==> config.mk <==
export PLATFORM = sky130hd
export DESIGN_NAME = jtp_tap
export DESIGN_NICKNAME = d
export VERILOG_FILES = /design/src/inc/jtp_pkg.sv /design/src/jtp_sync.sv /design/src/jtp_otp_map.sv /design/src/jtp_tap.sv
export SDC_FILE = /design/constraint.sdc
export NUM_CORES = 1
export LEC_CHECK = 0
export BUFFER_PORTS_ARGS = -buffer_cell sky130_fd_sc_hd__buf_2
export CORE_MARGIN = 3
export CORE_UTILIZATION = 56
export CTS_BUF_LIST = sky130_fd_sc_hd__clkbuf_8
export CTS_CLUSTER_SIZE = 12
export DETAILED_ROUTE_END_ITERATION = 10
export GPL_TIMING_DRIVEN = 0
export PLACE_DENSITY = 0.87
export SLEW_MARGIN = 40
export SYNTH_ARGS = -nofsm -noshare
export SYNTH_HDL_FRONTEND = slang
export SYNTH_HIERARCHICAL = 1
export SYNTH_SLANG_ARGS = --single-unit
export TNS_END_PERCENT = 10
==> constraint.sdc <==
create_clock -name CORE_CLK -period 3.25 [get_ports CORE_CLK]
set_clock_uncertainty 0.2 [all_clocks]
set_input_delay 0 -clock CORE_CLK [delete_from_list [all_inputs] [get_ports CORE_CLK]]
set_output_delay 0 -clock CORE_CLK [all_outputs]
set_load 0.005 [all_outputs]
==> src/inc/jtp_pkg.sv <==
// Package: constants and types for the test access port with OTP security
//==========================================================================
// Behaviour
// - One standard test access port with a 4-bit instruction register and a 32-bit data path.
// - Behind the port, a chained chip-level port reaches each processing tile.
// - Five test clocks with mode select high return the controller to reset.
// - The identification instruction shifts a fixed 32-bit version, part and maker value.
// - The user code carries bits 13:0 of tile 0's user word in bits 31:18, zero if blank.
// - The user identity field is loaded by firmware after reset and is invalid during reset.
// - Instruction eight shifts the data path straight into the PLL settings register.
// - Security bit 0 set denies all port access to that tile's state and memory.
// - Security bit 4 set in tile 0's word refuses port writes to the PLL configuration register; tile 1's bit 4 is not used.
// - Security bit 5 set forces the tile to boot from OTP address 0.
// - Security bit 7 set gives a unified store: 0x400-0x404 flagged inactive but still active tile 0 user words, 0x001 holds tile 1.
// - Unified user content spans words 0x005 to 0x7FF.
// - Split mode gives tile 0 words 0x005-0x3FF and tile 1 words 0x405-0x7FF.
// - Split mode reads tile 1 security from 0x401 and ignores 0x400.
package jtp_pkg;

  localparam int IR_W = 4;
  localparam int DR_W = 32;
  localparam int OTP_AW = 11;
  localparam int TAP_TO_RESET = 5;

  // Instruction codes; IDENTIFICATION_CODE/USERCODE/chip-chain values are arbitrary
  localparam logic [3:0] INS_EXTEST   = 4'h0;
  localparam logic [3:0] INS_IDENTIFICATION_CODE   = 4'h1;
  localparam logic [3:0] INS_USERCODE = 4'h2;
  localparam logic [3:0] INS_CHIPTAP  = 4'h3;
  localparam logic [3:0] INS_PLL      = 4'h8;
  localparam logic [3:0] INS_BYPASS   = 4'hF;

  // OTP word addresses
  localparam logic [10:0] OTP_SEC_T0     = 11'h000;
  localparam logic [10:0] OTP_SEC_T1_UNI = 11'h001;
  localparam logic [10:0] OTP_USER_WORD  = 11'h004;
  localparam logic [10:0] OTP_T0_LO      = 11'h005;
  localparam logic [10:0] OTP_T0_HI      = 11'h3FF;
  localparam logic [10:0] OTP_SPLIT_LO   = 11'h400;
  localparam logic [10:0] OTP_SEC_T1_SPL = 11'h401;
  localparam logic [10:0] OTP_SPLIT_HI   = 11'h404;
  localparam logic [10:0] OTP_T1_LO      = 11'h405;
  localparam logic [10:0] OTP_TOP        = 11'h7FF;

  // Security word fields
  localparam int SEC_NO_JTAG = 0;
  localparam int SEC_NO_PLL  = 4;
  localparam int SEC_SECBOOT = 5;
  localparam int SEC_UNIFIED = 7;

  localparam int UID_W   = 14;
  localparam int UID_LSB = 18;

  // Identity fields: arbitrary neutral values
  localparam logic [3:0]  ID_VERSION = 4'h0;
  localparam logic [15:0] ID_PART    = 16'h0001;
  localparam logic [10:0] ID_MAKER   = 11'h055;
  localparam logic [17:0] UC_REV     = 18'h00A00;

  localparam logic [31:0] PLL_RESET_VAL = 32'h0000_0000;
  localparam int PLL_RST_BIT  = 31;
  localparam int PLL_BOOT_BIT = 30;

  typedef enum logic [3:0] {
    TS_RESET  = 4'h0, TS_IDLE   = 4'h1, TS_SEL_DR = 4'h3, TS_CAP_DR = 4'h2,
    TS_SH_DR  = 4'h6, TS_EX1_DR = 4'h7, TS_PA_DR  = 4'h5, TS_EX2_DR = 4'h4,
    TS_UP_DR  = 4'hC, TS_SEL_IR = 4'hD, TS_CAP_IR = 4'hF, TS_SH_IR  = 4'hE,
    TS_EX1_IR = 4'hA, TS_PA_IR  = 4'hB, TS_EX2_IR = 4'h9, TS_UP_IR  = 4'h8
  } jtp_state_t;

  typedef struct packed {
    logic tck;
    logic tms;
    logic tdi;
    logic trst_n;
  } jtp_pins_t;

  typedef struct packed {
    logic [31:0] t0;
    logic [31:0] t1;
  } jtp_sec_t;

endpackage

==> src/jtp_sync.sv <==
// Two-flop synchroniser for the debugger pins
`timescale 1ns/100ps
module jtp_sync #(
  parameter int W = 4
) (
  input  wire logic         clk,
  input  wire logic         rst,
  input  wire logic [W-1:0] d,
  output logic      [W-1:0] q
);
  logic [W-1:0] meta_r;
  if (W < 1) begin : g_bad_width
    $error("jtp_sync needs a positive width");
  end
  always_ff @(posedge clk) begin
    if (rst) begin
      meta_r <= '0;
      q      <= '0;
    end else begin
      meta_r <= d;
      q      <= meta_r;
    end
  end
endmodule // jtp_sync

==> src/jtp_otp_map.sv <==
// OTP security decode: unified or split map
`timescale 1ns/100ps
module jtp_otp_map (
  input  wire logic              unified,
  input  wire logic [31:0]       sec_t0,
  input  wire logic [31:0]       sec_t1_uni,
  input  wire logic [31:0]       sec_t1_spl,
  input  wire logic [10:0]       addr,
  output jtp_pkg::jtp_sec_t      sec,
  output logic                   t0_user,
  output logic                   t1_user,
  output logic                   inactive
);
  // Security words per mode
  always_comb begin
    sec.t0 = sec_t0;
    sec.t1 = unified ? sec_t1_uni : sec_t1_spl;
  end

  // Region classification of a user address
  always_comb begin
    inactive = !unified && addr == jtp_pkg::OTP_SPLIT_LO;
    if (unified) begin
      inactive = addr >= jtp_pkg::OTP_SPLIT_LO &&
                 addr <= jtp_pkg::OTP_SPLIT_HI;
      // Split-mode slots hold user words here
      t0_user  = addr >= jtp_pkg::OTP_T0_LO &&
                 addr <= jtp_pkg::OTP_TOP;
      t1_user  = 1'b0;
    end else begin
      t0_user = addr >= jtp_pkg::OTP_T0_LO &&
                addr <= jtp_pkg::OTP_T0_HI;
      t1_user = addr >= jtp_pkg::OTP_T1_LO;
    end
  end
endmodule // jtp_otp_map

==> src/jtp_tap.sv <==
// Test access port with OTP-driven security and PLL path
`timescale 1ns/100ps
module jtp_tap (
  input  wire logic        CORE_CLK,
  input  wire logic        RESET,
  input  wire logic        TCK,
  input  wire logic        TMS,
  input  wire logic        TDI,
  input  wire logic        TRST_N,
  output logic             TDO,
  output logic             TDO_OE_N,
  input  wire logic [31:0] OTP_SEC_T0,
  input  wire logic [31:0] OTP_SEC_T1_UNI,
  input  wire logic [31:0] OTP_SEC_T1_SPL,
  input  wire logic [31:0] OTP_USER_WORD,
  input  wire logic        USER_ID_LOAD,
  input  wire logic [10:0] OTP_ADDR,
  output logic             OTP_ADDR_ACTIVE,
  output logic             OTP_ADDR_T1,
  output logic [31:0]      PLL_SETTINGS,
  output logic             CHIP_RESET_REQ,
  output logic             BOOT_FROM_TAP,
  output logic [1:0]       BOOT_OTP,
  output logic [1:0]       TILE_ACCESS_EN,
  output logic             CHIP_TDI,
  output logic             CHIP_TCK_RISE,
  output logic             CHIP_TMS,
  input  wire logic        CHIP_TDO
);
  //==========================================================================
  // Pin sampling
  jtp_pkg::jtp_pins_t pins_raw, pins;
  assign pins_raw = '{tck: TCK, tms: TMS, tdi: TDI, trst_n: TRST_N};

  jtp_sync #(.W(4)) u_sync (
    .clk (CORE_CLK),
    .rst (RESET),
    .d   (pins_raw),
    .q   (pins)
  );

  logic tck_d_r;
  logic tck_rise;
  logic tck_fall;
  always_ff @(posedge CORE_CLK) begin
    if (RESET) tck_d_r <= 1'b0;
    else tck_d_r <= pins.tck;
  end
  assign tck_rise = pins.tck & ~tck_d_r;
  assign tck_fall = ~pins.tck & tck_d_r;

  //==========================================================================
  // Security decode
  jtp_pkg::jtp_sec_t sec;
  logic unified;
  logic t0_user;
  logic t1_user;
  logic inactive;
  assign unified = OTP_SEC_T0[jtp_pkg::SEC_UNIFIED];

  jtp_otp_map u_map (
    .unified    (unified),
    .sec_t0     (OTP_SEC_T0),
    .sec_t1_uni (OTP_SEC_T1_UNI),
    .sec_t1_spl (OTP_SEC_T1_SPL),
    .addr       (OTP_ADDR),
    .sec        (sec),
    .t0_user    (t0_user),
    .t1_user    (t1_user),
    .inactive   (inactive)
  );
  assign OTP_ADDR_ACTIVE = t0_user | t1_user;
  assign OTP_ADDR_T1     = t1_user;

  logic pll_locked;
  assign pll_locked = sec.t0[jtp_pkg::SEC_NO_PLL];
  always_comb begin
    TILE_ACCESS_EN[0] = ~sec.t0[jtp_pkg::SEC_NO_JTAG];
    TILE_ACCESS_EN[1] = ~sec.t1[jtp_pkg::SEC_NO_JTAG];
    BOOT_OTP[0] = sec.t0[jtp_pkg::SEC_SECBOOT];
    BOOT_OTP[1] = sec.t1[jtp_pkg::SEC_SECBOOT];
  end

  //==========================================================================
  // Controller
  jtp_pkg::jtp_state_t st_r, st_nxt;
  logic [2:0] tms_hi_r;

  always_comb begin
    st_nxt = st_r;
    unique case (st_r)
      jtp_pkg::TS_RESET:  st_nxt = pins.tms ? jtp_pkg::TS_RESET
                                            : jtp_pkg::TS_IDLE;
      jtp_pkg::TS_IDLE:   st_nxt = pins.tms ? jtp_pkg::TS_SEL_DR
                                            : jtp_pkg::TS_IDLE;
      jtp_pkg::TS_SEL_DR: st_nxt = pins.tms ? jtp_pkg::TS_SEL_IR
                                            : jtp_pkg::TS_CAP_DR;
      jtp_pkg::TS_CAP_DR: st_nxt = pins.tms ? jtp_pkg::TS_EX1_DR
                                            : jtp_pkg::TS_SH_DR;
      jtp_pkg::TS_SH_DR:  st_nxt = pins.tms ? jtp_pkg::TS_EX1_DR
                                            : jtp_pkg::TS_SH_DR;
      jtp_pkg::TS_EX1_DR: st_nxt = pins.tms ? jtp_pkg::TS_UP_DR
                                            : jtp_pkg::TS_PA_DR;
      jtp_pkg::TS_PA_DR:  st_nxt = pins.tms ? jtp_pkg::TS_EX2_DR
                                            : jtp_pkg::TS_PA_DR;
      jtp_pkg::TS_EX2_DR: st_nxt = pins.tms ? jtp_pkg::TS_UP_DR
                                            : jtp_pkg::TS_SH_DR;
      jtp_pkg::TS_UP_DR:  st_nxt = pins.tms ? jtp_pkg::TS_SEL_DR
                                            : jtp_pkg::TS_IDLE;
      jtp_pkg::TS_SEL_IR: st_nxt = pins.tms ? jtp_pkg::TS_RESET
                                            : jtp_pkg::TS_CAP_IR;
      jtp_pkg::TS_CAP_IR: st_nxt = pins.tms ? jtp_pkg::TS_EX1_IR
                                            : jtp_pkg::TS_SH_IR;
      jtp_pkg::TS_SH_IR:  st_nxt = pins.tms ? jtp_pkg::TS_EX1_IR
                                            : jtp_pkg::TS_SH_IR;
      jtp_pkg::TS_EX1_IR: st_nxt = pins.tms ? jtp_pkg::TS_UP_IR
                                            : jtp_pkg::TS_PA_IR;
      jtp_pkg::TS_PA_IR:  st_nxt = pins.tms ? jtp_pkg::TS_EX2_IR
                                            : jtp_pkg::TS_PA_IR;
      jtp_pkg::TS_EX2_IR: st_nxt = pins.tms ? jtp_pkg::TS_UP_IR
                                            : jtp_pkg::TS_SH_IR;
      jtp_pkg::TS_UP_IR:  st_nxt = pins.tms ? jtp_pkg::TS_SEL_DR
                                            : jtp_pkg::TS_IDLE;
    endcase
    // Redundant guard: five high TMS edges force reset from any state
    if (pins.tms && tms_hi_r == 3'(jtp_pkg::TAP_TO_RESET - 1))
      st_nxt = jtp_pkg::TS_RESET;
  end

  always_ff @(posedge CORE_CLK) begin
    if (RESET || !pins.trst_n) begin
      st_r     <= jtp_pkg::TS_RESET;
      tms_hi_r <= 3'h0;
    end else if (tck_rise) begin
      st_r <= st_nxt;
      if (!pins.tms) tms_hi_r <= 3'h0;
      else if (tms_hi_r != 3'(jtp_pkg::TAP_TO_RESET - 1))
        tms_hi_r <= tms_hi_r + 3'h1;
    end
  end

  //==========================================================================
  // Instruction and data shift paths
  logic [3:0]  ir_sh_r;
  logic [3:0]  ir_r;
  logic [31:0] dr_r;
  logic [13:0] uid_r;
  logic        dr_single;

  // Only the identification, user code, PLL and chip-chain codes use the 32-bit path
  assign dr_single = !(ir_r inside {jtp_pkg::INS_IDENTIFICATION_CODE, jtp_pkg::INS_USERCODE,
                                    jtp_pkg::INS_PLL, jtp_pkg::INS_CHIPTAP});

  always_ff @(posedge CORE_CLK) begin
    if (RESET) uid_r <= '0;
    else if (USER_ID_LOAD) uid_r <= OTP_USER_WORD[13:0];
  end

  always_ff @(posedge CORE_CLK) begin
    if (RESET || !pins.trst_n) begin
      ir_sh_r <= 4'h0;
      ir_r    <= jtp_pkg::INS_IDENTIFICATION_CODE;
    end else if (tck_rise) begin
      unique case (st_r)
        jtp_pkg::TS_RESET:  ir_r    <= jtp_pkg::INS_IDENTIFICATION_CODE;
        jtp_pkg::TS_CAP_IR: ir_sh_r <= 4'h1;
        jtp_pkg::TS_SH_IR:  ir_sh_r <= {pins.tdi, ir_sh_r[3:1]};
        jtp_pkg::TS_UP_IR:  ir_r    <= ir_sh_r;
        default: ;
      endcase
    end
  end

  always_ff @(posedge CORE_CLK) begin
    if (RESET) begin
      dr_r <= '0;
    end else if (tck_rise) begin
      if (st_r == jtp_pkg::TS_CAP_DR) begin
        unique case (ir_r)
          jtp_pkg::INS_IDENTIFICATION_CODE:
            dr_r <= {jtp_pkg::ID_VERSION, jtp_pkg::ID_PART,
                     jtp_pkg::ID_MAKER, 1'b1};
          jtp_pkg::INS_USERCODE:
            dr_r <= {uid_r, jtp_pkg::UC_REV};
          jtp_pkg::INS_PLL: dr_r <= PLL_SETTINGS;
          default: dr_r <= '0;
        endcase
      end else if (st_r == jtp_pkg::TS_SH_DR) begin
        if (dr_single) dr_r <= {31'h0, pins.tdi};
        else dr_r <= {pins.tdi, dr_r[31:1]};
      end
    end
  end

  //==========================================================================
  // PLL settings write
  logic pll_wr;
  assign pll_wr = tck_rise && st_r == jtp_pkg::TS_UP_DR &&
                  ir_r == jtp_pkg::INS_PLL && !pll_locked;

  // Written on the TCK rise that leaves Update-DR, so a TCK stopped in Update-DR holds the write back until the next rise
  always_ff @(posedge CORE_CLK) begin
    if (RESET) PLL_SETTINGS <= jtp_pkg::PLL_RESET_VAL;
    else if (pll_wr) PLL_SETTINGS <= dr_r;
  end
  assign CHIP_RESET_REQ = PLL_SETTINGS[jtp_pkg::PLL_RST_BIT];
  assign BOOT_FROM_TAP  = PLL_SETTINGS[jtp_pkg::PLL_BOOT_BIT];

  //==========================================================================
  // Chip-level chain and TDO
  logic chip_sel;
  logic shifting;
  assign chip_sel = ir_r == jtp_pkg::INS_CHIPTAP && (|TILE_ACCESS_EN);
  assign shifting = st_r == jtp_pkg::TS_SH_DR || st_r == jtp_pkg::TS_SH_IR;
  assign CHIP_TDI      = chip_sel ? pins.tdi : 1'b0;
  assign CHIP_TMS      = chip_sel ? pins.tms : 1'b1;
  assign CHIP_TCK_RISE = chip_sel & tck_rise;

  always_ff @(posedge CORE_CLK) begin
    if (RESET) begin
      TDO      <= 1'b0;
      TDO_OE_N <= 1'b1;
    end else if (tck_fall) begin
      TDO_OE_N <= ~shifting;
      if (st_r == jtp_pkg::TS_SH_IR) TDO <= ir_sh_r[0];
      else if (chip_sel) TDO <= CHIP_TDO;
      else TDO <= dr_r[0];
    end
  end
endmodule // jtp_tap

After elaboration in Yosys (flattened, before gate mapping):

Cells that the tools add are included.

* flip-flop bits (word level): 104
* latch bits: 0
* memory bits (writable): 0
* ROM bits: 0
* input port bits: 147
* output and inout bits: 45
* word-level logic and storage cells: 101
* memories kept: 0

* $add $sub $neg: 1
* multipliers: 0
* div/mod/pow operators: 0
* $lt $le $gt $ge: 4
* equal/unequal tests: 22
* shifts and indexed selects: 0
* mux-type cells: 29
* bitwise operators: 9
* reductions and logical operators: 24

Operators with widths (count)
* $mux W32: 3
* $pmux W32 S3: 1
* $pmux W4 S12: 1
* $eq A4 B4 Y1 const B: 9
* $mux W4: 5
* $eq A4 B2 Y1 const B: 4
* $eq A4 B3 Y1 const B: 4
* $pmux W4 S2: 2
* $mux W3: 4
* $ge A11 B11 Y1 const B: 1
* $ge A11 B3 Y1 const B: 1
* $le A11 B10 Y1 const B: 1
* $le A11 B11 Y1 const B: 1
* $mux W1: 9
* $eq A4 B1 Y1 const B: 2
* $reduce_and A2 Y1: 4
* $logic_and A1 B1 Y1: 7
* $mux W2: 3
* $mux W6: 1
* $reduce_bool A2 Y1: 3
* $reduce_or A2 Y1: 3
* $not A1 Y1: 5
* $logic_not A4 Y1: 1
* $reduce_bool A4 Y1: 1
* 9 further kinds: 13

Depth between registers and ports, before layout:

* word-level depth: 6
* mapped depth: 7
* mapped depth without buffers: 6

Modules after synthesis:

The synthesis kept the hierarchy.

By module, submodules not included
* jtp_tap: times used 1, cells each 514, area each 4289.1 sq um, sequential area each 1921.8 sq um
* jtp_otp_map: times used 1, cells each 79, area each 839.6 sq um, sequential area each 0.0 sq um
* jtp_sync: times used 1, cells each 16, area each 210.2 sq um, sequential area each 160.2 sq um

Least setup slack after synthesis:

No wires, ideal clock.

* path kind: input to register
* start: input port OTP_SEC_T0[7]
* end: register TDO
* library setup time: 0.101 ns
* data arrival time: 1.691 ns
* required time: 2.949 ns
* path slack: 1.258 ns
* stages on the path: 6
* buffers on the path: 2
* path through: buf_6 -> buf_6 -> mux2_4 -> a2111oi_2 -> mux2_2 -> o41ai_1

RTL lines
* from (decl): line jtp_tap.sv:12 `input wire logic [31:0] OTP_SEC_T0,`
* to (signal assigned): line jtp_tap.sv:225 `if (st_r == jtp_pkg::TS_SH_IR) TDO <= ir_sh_r[0];`
* to (signal assigned): line jtp_tap.sv:227 `else TDO <= dr_r[0];`
* to (decl): line jtp_tap.sv:10 `output logic TDO,`

Worst setup path after layout:

* start: register ir_r[0]
* end: register TDO

* cells in the longest elaborated chain, start to end: 4

Ends and longest elaborated chain
* from (decl): line jtp_tap.sv:145 `logic [3:0] ir_r;`
* from (signal assigned): line jtp_tap.sv:162 `ir_r <= jtp_pkg::INS_IDENTIFICATION_CODE;`
* from (signal assigned): line jtp_tap.sv:165 `jtp_pkg::TS_RESET: ir_r <= jtp_pkg::INS_IDENTIFICATION_CODE;`
* from (signal assigned): line jtp_tap.sv:168 `jtp_pkg::TS_UP_IR: ir_r <= ir_sh_r;`
* $eq A4 B2 Y1: line jtp_tap.sv:213 `assign chip_sel = ir_r == jtp_pkg::INS_CHIPTAP && (|TILE_ACCESS_EN);`
* $logic_and A1 B1 Y1: line jtp_tap.sv:213
* $mux W1: line jtp_tap.sv:226 `else if (chip_sel) TDO <= CHIP_TDO;`
* $mux W1: line jtp_tap.sv:225

Every way passes these cells.
A chain may end at the register's enable or synchronous reset.

==> results.cfg <==
[global_routing]
grtUsageTotal = 0.266
grt_pass1_vias = 4424
grt_pass1_wl_um = 21000
antenna_found_initial = 0
grt_max_degree = 18
grt_overflow_total = 0

[critical_path]
cp_data_arrival_time_ns = 2.96
path_class = reg2reg
cp.required_ns = 3.30
worstReg2RegStart = ir_r[0]$_SDFFE_PP1P_
r2r_end = TDO$_SDFFE_PP0P_
cp_max_fo = 6
end_kind = flop
r2r_slack_ns = 0.34
worstSetupStartpointType = flop
reg2regPathDepth = 5

[clock_tree]
cts_inserted_buffers = 9
clock_sinks = 104
cts_tree = done
htree_levels = 3
cts_resized = 0
cts_buffer_depth = 2
root_buffer = clkbuf_8
clk_pin_slew_ns = 0.09
clock_latency_ns = 0.37

[drt]
dr.first_iter.drc_count = 419
routed_wl_um = 12900
vias = 4715
drt-wirelength-per-cell_um = 16.6
drtAntennaViolNets = 0
drc = 0
first_pass_iters = 5
vias_per_cell = 6.09

[sta]
timing.fmax_mhz = 344
tns_ns = 0
slew_viol_final = 0
finalWorstPathRequiredPeriod_ns = 2.91
finalCritPeriodShare = 0.895
finalSetupViolations = 0
slew_headroom = 0.510
hold_violations = 0
worstMarginPinSlew_ns = 0.736
rsz0062_at_grt = no

[finish]
antenna_cells = 0
seq_area_um2 = 2080
nets = 816
fin_area_um2 = 5670
syn2layout_area_growth_pct = 21.9
fill_cells = 565
multi_input_area_um2 = 2280
drive_gt1_frac = 0.207
finish.utilization = 0.719

[die]
dieArea_um2 = 9440
die_h_um = 97.1
start_util = 0.590
die_w_um = 97.1
io_pins = 192
rows = 32
fp.coreArea_um2 = 7890

[synthesis]
syn_inst = 545
syn_nets = 694
avgSynthCellArea_um2 = 8.54
yosysWarningCount = 6
synthesis.area_um2 = 4650

[placed_design]
portBuffers = 80
gp_congestion = 0.880
place_area_um2 = 5180
place_hpwl_um = 8630

[pwr]
power_leakage_nw = 2.21
peakVddDrop_mv = 0.286
p_per_area_nw_per_um2 = 382

[min_path]
holdPathEnd = TILE_ACCESS_EN[0]
hold-path-cell-count = 3
hp-class = in2out
min_from = OTP_SEC_T0[0]

[run_status]
status = finished, final reports clean

[run]
drv_cap = 0
timing repair:
action                     CTS  global route
setup buffers                0             0
hold endpoints to repair    27             0
setup endpoints to repair    0             0
hold buffers                31             0
layout make-up:
type                    instances  share of cell area
plain buffers                  53              0.0479
clock buffers                   9              0.0218
clock inverters                 7             0.00882
inverters                       8             0.00529
multi-input cells             380               0.401
flip-flops and latches        104               0.367
well taps                     102              0.0225
repair buffers                111               0.125
cell usage in the layout, fill, tap and decap left out, drive strengths merged, types with 4 or more instances in the layout:
cell type	instances
nand3b	4
dlygate4sd3	31
nor2	51
nand2	89
buf	107
a211oi	6
nor3	29
nor2b	12
a221oi	27
nor4	4
mux2	4
nand4	4
or3b	5
clkbuf	35
dfxtp	104
a311oi	5
nand3	6
o21ai	5
a22o	14
inv	11
a31oi	4
mux2i	15
and2	4
nand2b	10
a21oi	51
sequential cells by signal, indices dropped and copies added (netlist names):
name	cells
u_sync/q	4
ir_r	4
tms_hi_r	3
PLL_SETTINGS	32
ir_sh_r	4
tck_d_r	1
TDO_OE_N	1
dr_r	32
uid_r	14
u_sync/meta_r	4
TDO	1
st_r	4
worst max-delay path by stage:
stage | from | endpoint | slack [ns] | cells past startpoint
after floorplan | ir_r[0]$_SDFFE_PP1P_ | TDO$_SDFFE_PP0P_ | 1.32 | 4
after global placement | ir_r[2]$_SDFFE_PP0P_ | dr_r[24]$_SDFFE_PP0P_ | 1.01 | 6
after detailed placement | ir_r[2]$_SDFFE_PP0P_ | dr_r[24]$_SDFFE_PP0P_ | 0.95 | 6
after CTS | ir_r[0]$_SDFFE_PP1P_ | TDO$_SDFFE_PP0P_ | 0.39 | 5
after global routing | ir_r[0]$_SDFFE_PP1P_ | TDO$_SDFFE_PP0P_ | 0.24 | 5
final | ir_r[0]$_SDFFE_PP1P_ | TDO$_SDFFE_PP0P_ | 0.34 | 5
routing by layer:
layer | routed length (um) | GRT usage
met1 | 5390 | 0.351
met2 | 6060 | 0.431
met3 | 1080 | 0.0524
met4 | 348 | 0.102
met5 | 0 | 0
worst max-delay path, cell delays in order, from the launching register on:
cell	delay, ns
dfxtp_1	0.51
nand2b_1	0.14
a2111oi_2	0.58
mux2_2	0.40
dlygate4sd3_1	0.56
o41ai_1	0.40
power breakdown:
group | switching (mW) | internal [mW]
clock network | 0.449 | 0.280
logic | 0.0641 | 0.0746
registers | 0.00920 | 1.29
total | 0.523 | 1.64
metrics by stage:
stage	worst slack (ns)	hold WS (ns)	total power, mW	cells
2_1_floorplan	1.32	-0.128	1.39	545
3_3_place_gp	1.01	-0.0317	1.43	727
3_5_place_dp	0.949	-0.0318	1.43	727
4_1_cts	0.394	0.0676	2.17	774
5_1_grt	0.243	0.0826	2.24	774
6_report	0.341	0.0590	2.17	774
Power figures use the tool's default switching activity.
